===== config.mk =====
export PLATFORM = sky130hd
export DESIGN_NAME = safety_input_diag_events
export DESIGN_NICKNAME = d
export VERILOG_FILES = /design/src/rtl/diag_event_pkg.sv /design/src/rtl/event_latch.sv /design/src/rtl/blink_gen.sv /design/src/rtl/safety_input_diag_events.sv
export SDC_FILE = /design/constraint.sdc
export NUM_CORES = 2
export LEC_CHECK = 0
export ABC_AREA = 1
export BUFFER_PORTS_ARGS = -buffer_cell sky130_fd_sc_hd__buf_2
export CAP_MARGIN = 5
export CORE_MARGIN = 4
export CORE_UTILIZATION = 49
export CTS_BUF_LIST = sky130_fd_sc_hd__clkbuf_4 sky130_fd_sc_hd__clkbuf_8 sky130_fd_sc_hd__clkbuf_16
export DETAILED_ROUTE_END_ITERATION = 10
export PLACE_DENSITY = 0.67
export SYNTH_ARGS = -nofsm -noshare
export SYNTH_HDL_FRONTEND = slang
export SYNTH_SLANG_ARGS = --single-unit

===== constraint.sdc =====
create_clock -name CLK -period 48.1 [get_ports CLK]
set_clock_uncertainty 0.1 [all_clocks]
set_input_delay 7.215 -clock CLK [delete_from_list [all_inputs] [get_ports CLK]]
set_output_delay 7.215 -clock CLK [all_outputs]
set_load 0.03 [all_outputs]

===== src/rtl/diag_event_pkg.sv =====
// Shared constants and carrier types for the diagnostic event logic
package diag_event_pkg;

    // ==========================================================
    // Sizes
    localparam int CHANNELS = 16;
    localparam int CH_EVENTS = 11;
    localparam int MOD_EVENTS = 24;
    localparam int CODE_W = 10;
    localparam int CFG_W = 5;

    // ==========================================================
    // Fault codes per module event index, lowest index wins arbitration
    localparam logic [CODE_W-1:0] MOD_CODE [MOD_EVENTS] = '{
        10'h005, 10'h010, 10'h011, 10'h040, 10'h041, 10'h042,
        10'h043, 10'h044, 10'h045, 10'h046, 10'h047, 10'h049,
        10'h04A, 10'h04B, 10'h04C, 10'h04D, 10'h04E, 10'h100,
        10'h103, 10'h11B, 10'h30D, 10'h312, 10'h321, 10'h322};
    // Module event indices of the supply voltage faults
    localparam int MOD_IDX_SUPPLY_HIGH = 22;
    localparam int MOD_IDX_SUPPLY_LOW = 23;

    // Fault codes per channel event index
    localparam logic [CODE_W-1:0] CH_CODE [CH_EVENTS] = '{
        10'h300, 10'h301, 10'h302, 10'h303, 10'h305, 10'h306,
        10'h307, 10'h30B, 10'h310, 10'h311, 10'h31C};
    localparam logic [CODE_W-1:0] DISC_CODE_BASE = 10'h300;
    localparam logic [CODE_W-1:0] CODE_MAX = 10'h322;
    localparam logic [CODE_W-1:0] CH_CODE_FIRST = 10'h300;

    // ==========================================================
    // Application class filters and configurable events
    localparam logic [CH_EVENTS-1:0] CH_CLASS1_MASK = 11'h7F0;
    localparam logic [CH_EVENTS-1:0] CH_CLASS23_MASK = 11'h0FF;
    localparam logic [MOD_EVENTS-1:0] MOD_CLASS1_MASK = 24'hFF_FFFF;
    localparam logic [MOD_EVENTS-1:0] MOD_CLASS23_MASK = 24'h1F_FFFF;
    // Channel event index gated by each configuration enable bit
    localparam int CFG_EVENT_IDX [CFG_W] = '{5, 6, 7, 8, 10};

    // ==========================================================
    // Indicator flash timing
    localparam int CLK_PERIOD_NS = 10;
    localparam int FLASH_HALF_MS = 250;
    localparam int FLASH_HALF_CYCLES = FLASH_HALF_MS * 1000000
        / CLK_PERIOD_NS;
    localparam logic [31:0] BLINK_RESET = 32'h0000_0000;

    // ==========================================================
    // Carriers
    typedef struct packed {
        logic input_short_p;
        logic freq_high;
        logic flutter;
        logic fail_ack;
        logic overload;
        logic short_p;
        logic unclear;
        logic disc_fail;
        logic [1:0] disc_pair;
    } chan_fault_type;

    typedef struct packed {
        logic [CODE_W-1:0] code;
        logic module_scope;
        logic [3:0] channel;
    } irq_record_type;

    typedef struct packed {
        logic [CHANNELS-1:0] status;
        logic [CHANNELS-1:0] diag;
        logic run;
        logic error;
    } led_type;

endpackage


===== src/rtl/event_latch.sv =====
// Edge detector with sticky pending bits for a group of fault levels
`timescale 1ns/10ps
module event_latch #(
    parameter int WIDTH = 8
) (
    input wire logic clk,
    input wire logic rst,
    input wire logic [WIDTH-1:0] level,
    input wire logic [WIDTH-1:0] arm,
    input wire logic [WIDTH-1:0] clear,
    output logic [WIDTH-1:0] pending
);

    logic [WIDTH-1:0] prev_q;
    logic [WIDTH-1:0] pending_q;
    logic [WIDTH-1:0] rise;

    // Previous level for onset detection
    always_ff @(posedge clk or posedge rst)
    begin
        if (rst)
            prev_q <= '0;
        else
            prev_q <= level;
    end

    assign rise = level & ~prev_q;

    // one pending alarm per onset
    // A set in the clearing cycle wins, so no onset is lost
    always_ff @(posedge clk or posedge rst)
    begin
        if (rst)
            pending_q <= '0;
        else
            pending_q <= (pending_q & ~clear) | (rise & arm);
    end

    assign pending = pending_q;
endmodule


===== src/rtl/blink_gen.sv =====
// Free running square wave for flashing indicators
`timescale 1ns/10ps
module blink_gen #(
    parameter int HALF_CYCLES = diag_event_pkg::FLASH_HALF_CYCLES
) (
    input wire logic clk,
    input wire logic rst,
    output logic blink
);

    logic [31:0] count_q;
    logic blink_q;

    // Half period counter, toggles the phase on wrap
    always_ff @(posedge clk or posedge rst)
    begin
        if (rst)
        begin
            count_q <= diag_event_pkg::BLINK_RESET;
            blink_q <= 1'b0;
        end
        else if (count_q >= 32'(HALF_CYCLES - 1))
        begin
            count_q <= diag_event_pkg::BLINK_RESET;
            blink_q <= ~blink_q;
        end
        else
            count_q <= count_q + 32'h0000_0001;
    end

    assign blink = blink_q;

endmodule


===== src/rtl/safety_input_diag_events.sv =====
// Diagnostic interrupt source and supply fault indicator logic
`timescale 1ns/10ps
module safety_input_diag_events #(
    parameter int FLASH_HALF = diag_event_pkg::FLASH_HALF_CYCLES
) (
    input wire logic CLK,
    input wire logic RST,
    input wire logic [15:0] CH_IN,
    input wire diag_event_pkg::chan_fault_type [15:0] CH_FAULT,
    input wire logic [23:0] MOD_FAULT,
    input wire logic NEW_HOST,
    input wire logic [1:0] APP_CLASS,
    input wire logic [4:0] CFG_ENABLE,
    input wire logic USER_ACK,
    input wire logic IRQ_READY,
    output logic IRQ_VALID,
    output diag_event_pkg::irq_record_type IRQ,
    output logic PASSIVATED,
    output diag_event_pkg::led_type LEDS
);

    localparam int NCH = diag_event_pkg::CHANNELS;
    localparam int NE = diag_event_pkg::CH_EVENTS;
    localparam int NM = diag_event_pkg::MOD_EVENTS;

    typedef enum {RUNNING, SUPPLY_FAULT, WAIT_ACK} pass_state_type;

    // ==========================================================
    // Input synchronisers
    logic [15:0] ch_in_m_q;
    logic [15:0] ch_in_s_q;
    diag_event_pkg::chan_fault_type [15:0] ch_fault_m_q;
    diag_event_pkg::chan_fault_type [15:0] ch_fault_s_q;
    logic [NM-1:0] mod_fault_m_q;
    logic [NM-1:0] mod_fault_s_q;
    logic new_host_m_q;
    logic new_host_s_q;

    // Pins are asynchronous; only the second stage is read below
    always_ff @(posedge CLK or posedge RST)
    begin
        if (RST)
        begin
            ch_in_m_q <= '0;
            ch_in_s_q <= '0;
            ch_fault_m_q <= '0;
            ch_fault_s_q <= '0;
            mod_fault_m_q <= '0;
            mod_fault_s_q <= '0;
            new_host_m_q <= 1'b0;
            new_host_s_q <= 1'b0;
        end
        else
        begin
            ch_in_m_q <= CH_IN;
            ch_in_s_q <= ch_in_m_q;
            ch_fault_m_q <= CH_FAULT;
            ch_fault_s_q <= ch_fault_m_q;
            mod_fault_m_q <= MOD_FAULT;
            mod_fault_s_q <= mod_fault_m_q;
            new_host_m_q <= NEW_HOST;
            new_host_s_q <= new_host_m_q;
        end
    end

    // ==========================================================
    // Event arming by application class and configuration
    logic [NE-1:0] ch_arm;
    logic [NM-1:0] mod_arm;
    logic [NE-1:0] cfg_mask;

    // 775 and 779 follow their enables, 785 never does
    always_comb
    begin
        cfg_mask = '1;
        for (int k = 0; k < diag_event_pkg::CFG_W; k++)
            cfg_mask[diag_event_pkg::CFG_EVENT_IDX[k]] = CFG_ENABLE[k];
    end

    // discrepancy only in classes 2 and 3
    // class 1 only codes; class 0 reports nothing
    always_comb
    begin
        case (APP_CLASS)
            2'h1:
            begin
                ch_arm = diag_event_pkg::CH_CLASS1_MASK & cfg_mask;
                mod_arm = diag_event_pkg::MOD_CLASS1_MASK;
            end
            2'h2, 2'h3:
            begin
                ch_arm = diag_event_pkg::CH_CLASS23_MASK & cfg_mask;
                mod_arm = diag_event_pkg::MOD_CLASS23_MASK;
            end
            default:
            begin
                ch_arm = '0;
                mod_arm = '0;
            end
        endcase
    end

    // ==========================================================
    // Event latches, one per channel and one for the module
    logic [NE-1:0] ch_level [NCH];
    logic [NE-1:0] ch_pend [NCH];
    logic [NE-1:0] ch_clr [NCH];
    logic [NM-1:0] mod_pend;
    logic [NM-1:0] mod_clr;

    // pair state selects one of four consecutive codes
    // unclear signal is a channel event in classes 1, 2 and 3
    always_comb
    begin
        for (int c = 0; c < NCH; c++)
        begin
            ch_level[c][0] = ch_fault_s_q[c].disc_fail
                && ch_fault_s_q[c].disc_pair == 2'h0;
            ch_level[c][1] = ch_fault_s_q[c].disc_fail
                && ch_fault_s_q[c].disc_pair == 2'h1;
            ch_level[c][2] = ch_fault_s_q[c].disc_fail
                && ch_fault_s_q[c].disc_pair == 2'h2;
            ch_level[c][3] = ch_fault_s_q[c].disc_fail
                && ch_fault_s_q[c].disc_pair == 2'h3;
            ch_level[c][4] = ch_fault_s_q[c].unclear;
            ch_level[c][5] = ch_fault_s_q[c].short_p;
            ch_level[c][6] = ch_fault_s_q[c].overload;
            ch_level[c][7] = ch_fault_s_q[c].fail_ack;
            ch_level[c][8] = ch_fault_s_q[c].flutter;
            ch_level[c][9] = ch_fault_s_q[c].freq_high;
            ch_level[c][10] = ch_fault_s_q[c].input_short_p;
        end
    end

    for (genvar c = 0; c < NCH; c++)
    begin : g_chan
        event_latch #(.WIDTH(NE)) u_latch (
            .clk(CLK),
            .rst(RST),
            .level(ch_level[c]),
            .arm(ch_arm),
            .clear(ch_clr[c]),
            .pending(ch_pend[c])
        );
    end

    event_latch #(.WIDTH(NM)) u_mod_latch (
        .clk(CLK),
        .rst(RST),
        .level(mod_fault_s_q),
        .arm(mod_arm),
        .clear(mod_clr),
        .pending(mod_pend)
    );

    // ==========================================================
    // Arbitration: module events first, then channels by index
    logic found;
    diag_event_pkg::irq_record_type sel;
    logic load;
    logic irq_valid_q;
    diag_event_pkg::irq_record_type irq_q;

    assign load = !irq_valid_q || IRQ_READY;

    // scope and channel follow the winning event
    always_comb
    begin
        found = 1'b0;
        sel = '0;
        mod_clr = '0;
        for (int c = 0; c < NCH; c++)
            ch_clr[c] = '0;
        for (int m = 0; m < NM; m++)
        begin
            if (!found && mod_pend[m])
            begin
                found = 1'b1;
                sel.code = diag_event_pkg::MOD_CODE[m];
                sel.module_scope = 1'b1;
                mod_clr[m] = load;
            end
        end
        for (int c = 0; c < NCH; c++)
        begin
            for (int e = 0; e < NE; e++)
            begin
                if (!found && ch_pend[c][e])
                begin
                    found = 1'b1;
                    sel.code = diag_event_pkg::CH_CODE[e];
                    sel.channel = 4'(c);
                    ch_clr[c][e] = load;
                end
            end
        end
    end

    // record held until the controller takes it
    // ten bit code field carries every code unshortened
    always_ff @(posedge CLK or posedge RST)
    begin
        if (RST)
        begin
            irq_valid_q <= 1'b0;
            irq_q <= '0;
        end
        else if (load)
        begin
            irq_valid_q <= found;
            irq_q <= sel;
        end
    end

    assign IRQ_VALID = irq_valid_q;
    assign IRQ = irq_q;

    // ==========================================================
    // Passivation after supply voltage faults
    pass_state_type state_q;
    logic supply_bad;

    assign supply_bad = mod_fault_s_q[diag_event_pkg::MOD_IDX_SUPPLY_HIGH]
        || mod_fault_s_q[diag_event_pkg::MOD_IDX_SUPPLY_LOW];

    // older host returns on its own once the supply recovers
    // An acknowledgment while the fault persists is ignored
    always_ff @(posedge CLK or posedge RST)
    begin
        if (RST)
            state_q <= RUNNING;
        else
        begin
            case (state_q)
                RUNNING:
                    if (supply_bad)
                        state_q <= SUPPLY_FAULT;
                SUPPLY_FAULT:
                    if (!supply_bad)
                        state_q <= new_host_s_q ? WAIT_ACK : RUNNING;
                WAIT_ACK:
                    if (supply_bad)
                        state_q <= SUPPLY_FAULT;
                    else if (USER_ACK)
                        state_q <= RUNNING;
                default:
                    state_q <= RUNNING;
            endcase
        end
    end

    assign PASSIVATED = state_q != RUNNING;

    // ==========================================================
    // Indicators
    logic blink;
    diag_event_pkg::led_type leds_q;
    logic [NCH-1:0] ch_diag;

    blink_gen #(.HALF_CYCLES(FLASH_HALF)) u_blink (
        .clk(CLK),
        .rst(RST),
        .blink(blink)
    );

    // Channel diagnostic lamp while any event of that channel is pending
    always_comb
    begin
        for (int c = 0; c < NCH; c++)
            ch_diag[c] = |ch_pend[c];
    end

    // supply pattern overrides the normal display
    always_ff @(posedge CLK or posedge RST)
    begin
        if (RST)
            leds_q <= '0;
        else if (state_q != RUNNING)
        begin
            leds_q.status <= '0;
            leds_q.diag <= '1;
            leds_q.run <= 1'b1;
            leds_q.error <= blink;
        end
        else
        begin
            leds_q.status <= ch_in_s_q & ~ch_diag;
            leds_q.diag <= ch_diag;
            leds_q.run <= 1'b1;
            leds_q.error <= irq_valid_q && blink;
        end
    end

    assign LEDS = leds_q;
endmodule


; ---- Word-level counts from Yosys, hierarchy flattened
; Index checks and enable logic that the tools add are counted.
[totals]
word_cells = 1779
register_bits = 917
out_inout_bits = 51
[op_classes]
reduce_logical = 502
addsub = 1
bitwise = 105
n_eq_ne = 56
magnitude_cmp = 1
n_mux = 775
[op_table]
columns = cell, count
row1 = 10-bit two-way mux, 176
row2 = 4-bit two-way mux, 165
row3 = 11-bit AND, 48
row4 = 1-bit two-way mux, 401
row5 = 11-bit NOT, 32
row6 = 1-bit logical AND, 264
row7 = 11-bit two-way mux, 23
row8 = 1-bit zero test, 200
row9 = 11-bit OR, 16
row10 = 11-bit OR reduction, 16
row11 = 32-bit two-way mux, 5
row12 = 32-bit case mux with 3 select lines, 1
row13 = 24-bit AND, 3
row14 = 2-bit == test (second input constant), 34
row15 = 24-bit NOT, 2
row16 = 24-bit case mux with 2 select lines, 1
row17 = 2-bit by 1-bit == test with 1-bit output (second input constant), 17
row18 = 34-bit two-way mux, 1
row19 = 32-bit by 1-bit adder with 32-bit output (second input constant), 1
row20 = 32-bit by 1-bit == test with 1-bit output (second input constant), 1
row21 = 32-bit by 2-bit == test with 1-bit output (second input constant), 1
row22 = 32-bit by 25-bit >= comparator with 1-bit output (second input constant), 1
row23 = 2-bit zero test, 16
row24 = 32-bit zero test, 1
row25 = 12 further kinds, 14

; ---- Longest topological paths before layout
[logic_depth]
depth_word = 601
mapped_depth = 59
mapped_depth_nobuf = 59

; ---- Modules after synthesis
; From an unflattened synthesis, not the netlist that was laid out.
[hier_totals]
hier_cells = 3682
hier_area_um2 = 34963.5
[by_module_without_submodules]
columns = module, cells_per_inst, instances, seq_area_each_um2, area_each_um2
row1 = safety_input_diag_events, 2036, 1, 11335.9, 19133.4
row2 = event_latch (g_chan[0].u_latch ...), 78, 16, 550.5, 774.5
row3 = blink_gen, 229, 1, 825.8, 1752.9
row4 = event_latch (u_mod_latch), 169, 1, 1201.2, 1685.4

; ---- Least setup slack after synthesis
; Ideal clock, no wire load.
[synth_timing]
path_type = input to register
startpoint = input IRQ_READY
endpoint = register irq_q, in the netlist IRQ[10]
arrival_time_ns = 8.461
n_path_buf = 3
required_ns = 47.879
cell_stages = 6
setup_slack_ns = 39.418
setup_ns = 0.121
cell_sequence = nor2_1 buf_4 clkbuf_1 clkbuf_1 nor2_1 a22o_1
[synth_via]
elab_chain_cells = 1
[synth_lines]
columns = element, line_no
row1 = "start, declared", safety_input_diag_events.sv:15  ; input wire logic IRQ_READY,
row2 = 1-bit logical OR, safety_input_diag_events.sv:164  ; assign load = !irq_valid_q || IRQ_READY;
row3 = "end signal, assigned", safety_input_diag_events.sv:211  ; irq_q <= sel;
row4 = "end, declared", safety_input_diag_events.sv:162  ; diag_event_pkg::irq_record_type irq_q;
; Every way passes these cells.
; A chain may end at the register's enable or synchronous reset.

; ---- Final worst setup path
[layout_timing]
startpoint = register state_q[1]
endpoint = output PASSIVATED
[layout_via]
elab_chain_cells = 1
[layout_lines]
columns = element, line_no
row1 = "start, declared", safety_input_diag_events.sv:220  ; pass_state_type state_q;
row2 = "start signal, assigned", safety_input_diag_events.sv:240  ; state_q <= new_host_s_q ? WAIT_ACK : RUNNING;
row3 = 32-bit nonzero test, safety_input_diag_events.sv:252  ; assign PASSIVATED = state_q != RUNNING;
row4 = "end, declared", safety_input_diag_events.sv:18  ; output logic PASSIVATED,
; Every way passes these cells.

==> results.json <==
{
  "areaGrowthSynthToFinish_pct": 17.5,
  "place_area_mm2": 0.0352,
  "post-cts-setup-buffer-count": 0,
  "synth_edf_count": 0,
  "drt-pass1-iter-count": 6,
  "die_w_um": 266,
  "outcome": "finished, final reports clean",
  "dr.first_iter.drc_count": 1974,
  "clock-sinks": 886,
  "dp_hpwl_um": 56700,
  "synth_flop_cell": "dfrtp_1",
  "io_pins": 263,
  "die_y_um": 266,
  "ys_types": 58,
  "grt_util_all_layers_pct": 23.4,
  "min_path_type": "reg2reg",
  "cts.clk_slew.worst_paths_ns": 0.06,
  "design_area_mm2": 0.0384,
  "final_nets": 3682,
  "drc": 0,
  "worstMarginPinSlew_ns": 1.04,
  "power_density_mw_per_mm2": 42.2,
  "grt_pass1_vias": 23108,
  "cts_tree": "yes",
  "finalSetupTns_ns": 0,
  "worstPathArrival_ns": 2.00,
  "fmax_mhz": 107,
  "ant_nets": 0,
  "post-route-min-period_ns": 9.32,
  "filler_cell_count": 5522,
  "cp_max_fo": 17,
  "h-tree-depth": 3,
  "hold_viol_final": 0,
  "wire_per_inst_um": 18.5,
  "worstSkewPairLatency_ns": 0.66,
  "async_flop_share_pct": 100,
  "fin_crit_sh_pct": 19.4,
  "antenna_found_initial": 1,
  "peakVddDrop_uv": 30.1,
  "synth_top_family_by_area": "simple AND/OR/NAND/NOR gates",
  "wl_um": 81600,
  "cp.required_ns": 40.78,
  "maxSlewHeadroom_pct": 30.7,
  "yosysWarningCount": 0,
  "synth_compound_area_share_pct": 7.81,
  "numCtsBuffers": 90,
  "synth_top_area_cell": "dfrtp_1",
  "overflow": 0,
  "synthMuxAreaShare_pct": 0,
  "vias_per_cell": 5.22,
  "clockBufferDepth": 3,
  "postSynthCellCount": 3129,
  "grt_setup_unrepaired": "no",
  "gp_congestion": 1.02,
  "synthSimpleGateAreaFrac_pct": 18.4,
  "postSynthAreaPerCell_um2": 10.5,
  "synthAdderAreaFrac_pct": 0.0382,
  "end_kind": "output port",
  "cap_violations": 0,
  "synth_area_mm2": 0.0327,
  "synth_area_leaders": "dfrtp_1, nor2_1, inv_1",
  "num_vias": 23005,
  "core_mm2": 0.0660,
  "row_count": 94,
  "ctsHoldBuffers": 0,
  "post_cts_resized": 0,
  "portBuffers": 261,
  "final-setup-viol-count": 0,
  "drive_gt1_share_pct": 14.7,
  "synth-seq-cells": 886,
  "cts-root-buf": "clkbuf_16",
  "grt_pass1_wl_um": 128000,
  "netlist.area_leader.share_pct": 67.7,
  "synth_common_cells": "dfrtp_1, nor2_1, inv_1, nand2_1, o21ai_0",
  "start_kind": "flop",
  "die_area_mm2": 0.0710,
  "ys_seq_area_share_pct": 67.7,
  "n_antenna_cell": 0,
  "synth_most_common_cell": "dfrtp_1",
  "power.leakage_uw": 0.0187,
  "drv_slew": 0,
  "critPathKind": "reg2out",
  "synth-xor-area-share_pct": 0.161,
  "grt_start_max_net_pins": 173,
  "start_util_pct": 49.6
}
-- logic make-up (layout without fill, tap and decap cells) --
group                      after synthesis  after routing
and+or+nand+nor                       1319           1319
DFF                                    886            886
buffers and inverters                  502            906
AOI/OAI and AO/OA                      413            413
xor gates and xnor gates                 6              6
other                                    2              9
adders and majority gates                1              1
-- critical path, stage by stage, from the launching register on --
cell	delay [ns]
dfrtp_1	0.42
nor2_2	0.11
buf_4	0.40
inv_1	0.18
buf_2	0.22
-- per-layer routing --
layer	wire length, µm	global-route usage [%]
met1	36300	33.3
met2	37100	36.5
met3	5190	4.79
met4	2880	7.62
met5	91	0.946
-- metrics by stage --
step	worst slack [ns]	utilization (%)	std cells	total power [µW]	hold WS, ns
after detailed placement	38.05	53.3	4241	889	0.235
after CTS	38.74	58.3	4404	1640	0.242
after global placement	38.06	53.3	4241	888	0.232
final	38.78	58.3	4404	1620	0.240
after floorplan	15.88	-	3136	854	0.231
after global routing	38.41	58.3	4404	1680	0.248
-- sequential cells by signal (all words and copies together) (netlist names) --
name and flops:
ch_fault_s_q 160, u_blink.count_q 32, mod_fault_m_q 24, LEDS 34
new_host_m_q 1, ch_in_s_q 16, ch_in_m_q 16, u_mod_latch.prev_q 24
IRQ 14, mod_fault_s_q 24, u_mod_latch.pending 24, ch_fault_m_q 160
g_chan.u_latch.prev_q 176, IRQ_VALID 1, u_blink.blink 1, g_chan.u_latch.pending 176
new_host_s_q 1, state_q 2
-- path summary, 6_finish.rpt --
check | slack [ns] | cells after the start | startpoint | endpoint
worst min register to register | 0.24 | 0 | ch_fault_m_q[1] | ch_fault_s_q[1]
worst max register to register | 41.15 | 56 | u_mod_latch.pending[6] | IRQ[5]
worst max-delay path | 38.78 | 4 | state_q[1] | PASSIVATED
max in group asynchronous | 38.92 | 4 | RST | ch_in_m_q[13]
min in group asynchronous | 6.63 | 2 | RST | LEDS[1]
worst min-delay path | 0.24 | 0 | ch_fault_m_q[1] | ch_fault_s_q[1]
-- cell usage in the layout (no fill, tap or decap), types with 11 or more instances in the layout --
master / instances
dfrtp_1: 886
nor2_1: 456
inv_1: 435
nand2_1: 404
buf_2: 261
o21ai_0: 214
nor3_1: 168
nand3_1: 91
clkbuf_16: 91
nand4_1: 73
nor4_1: 54
o31ai_1: 48
a21oi_1: 36
o41ai_1: 34
clkinv_2: 20
buf_4: 19
inv_2: 14
clkbuf_8: 14
clkbuf_4: 14
bufinv_16: 13
nor3b_1: 12
nor2_2: 12
nand2_4: 12
a31oi_1: 11
o2111ai_1: 11
-- where the power goes --
part           leakage [µW]  total, µW  internal [µW]  switching, µW
clock               0.00159        746            451            295
combinational       0.00707       71.7           20.2           51.5
sequential           0.0100        803            782           21.5
-- layout make-up --
class                           count  area (µm²)  area share [%]
Inverter                          461        1750            4.56
Clock inverter                     44         676            1.76
Tap cell                          864        1080            2.81
Multi-Input combinational cell   1748        8700            22.6
Clock buffer                      119        2570            6.70
Sequential cell                   886       22200            57.7
Timing Repair Buffer              282        1490            3.87
No activity file was read; power rests on OpenSTA's default activity.
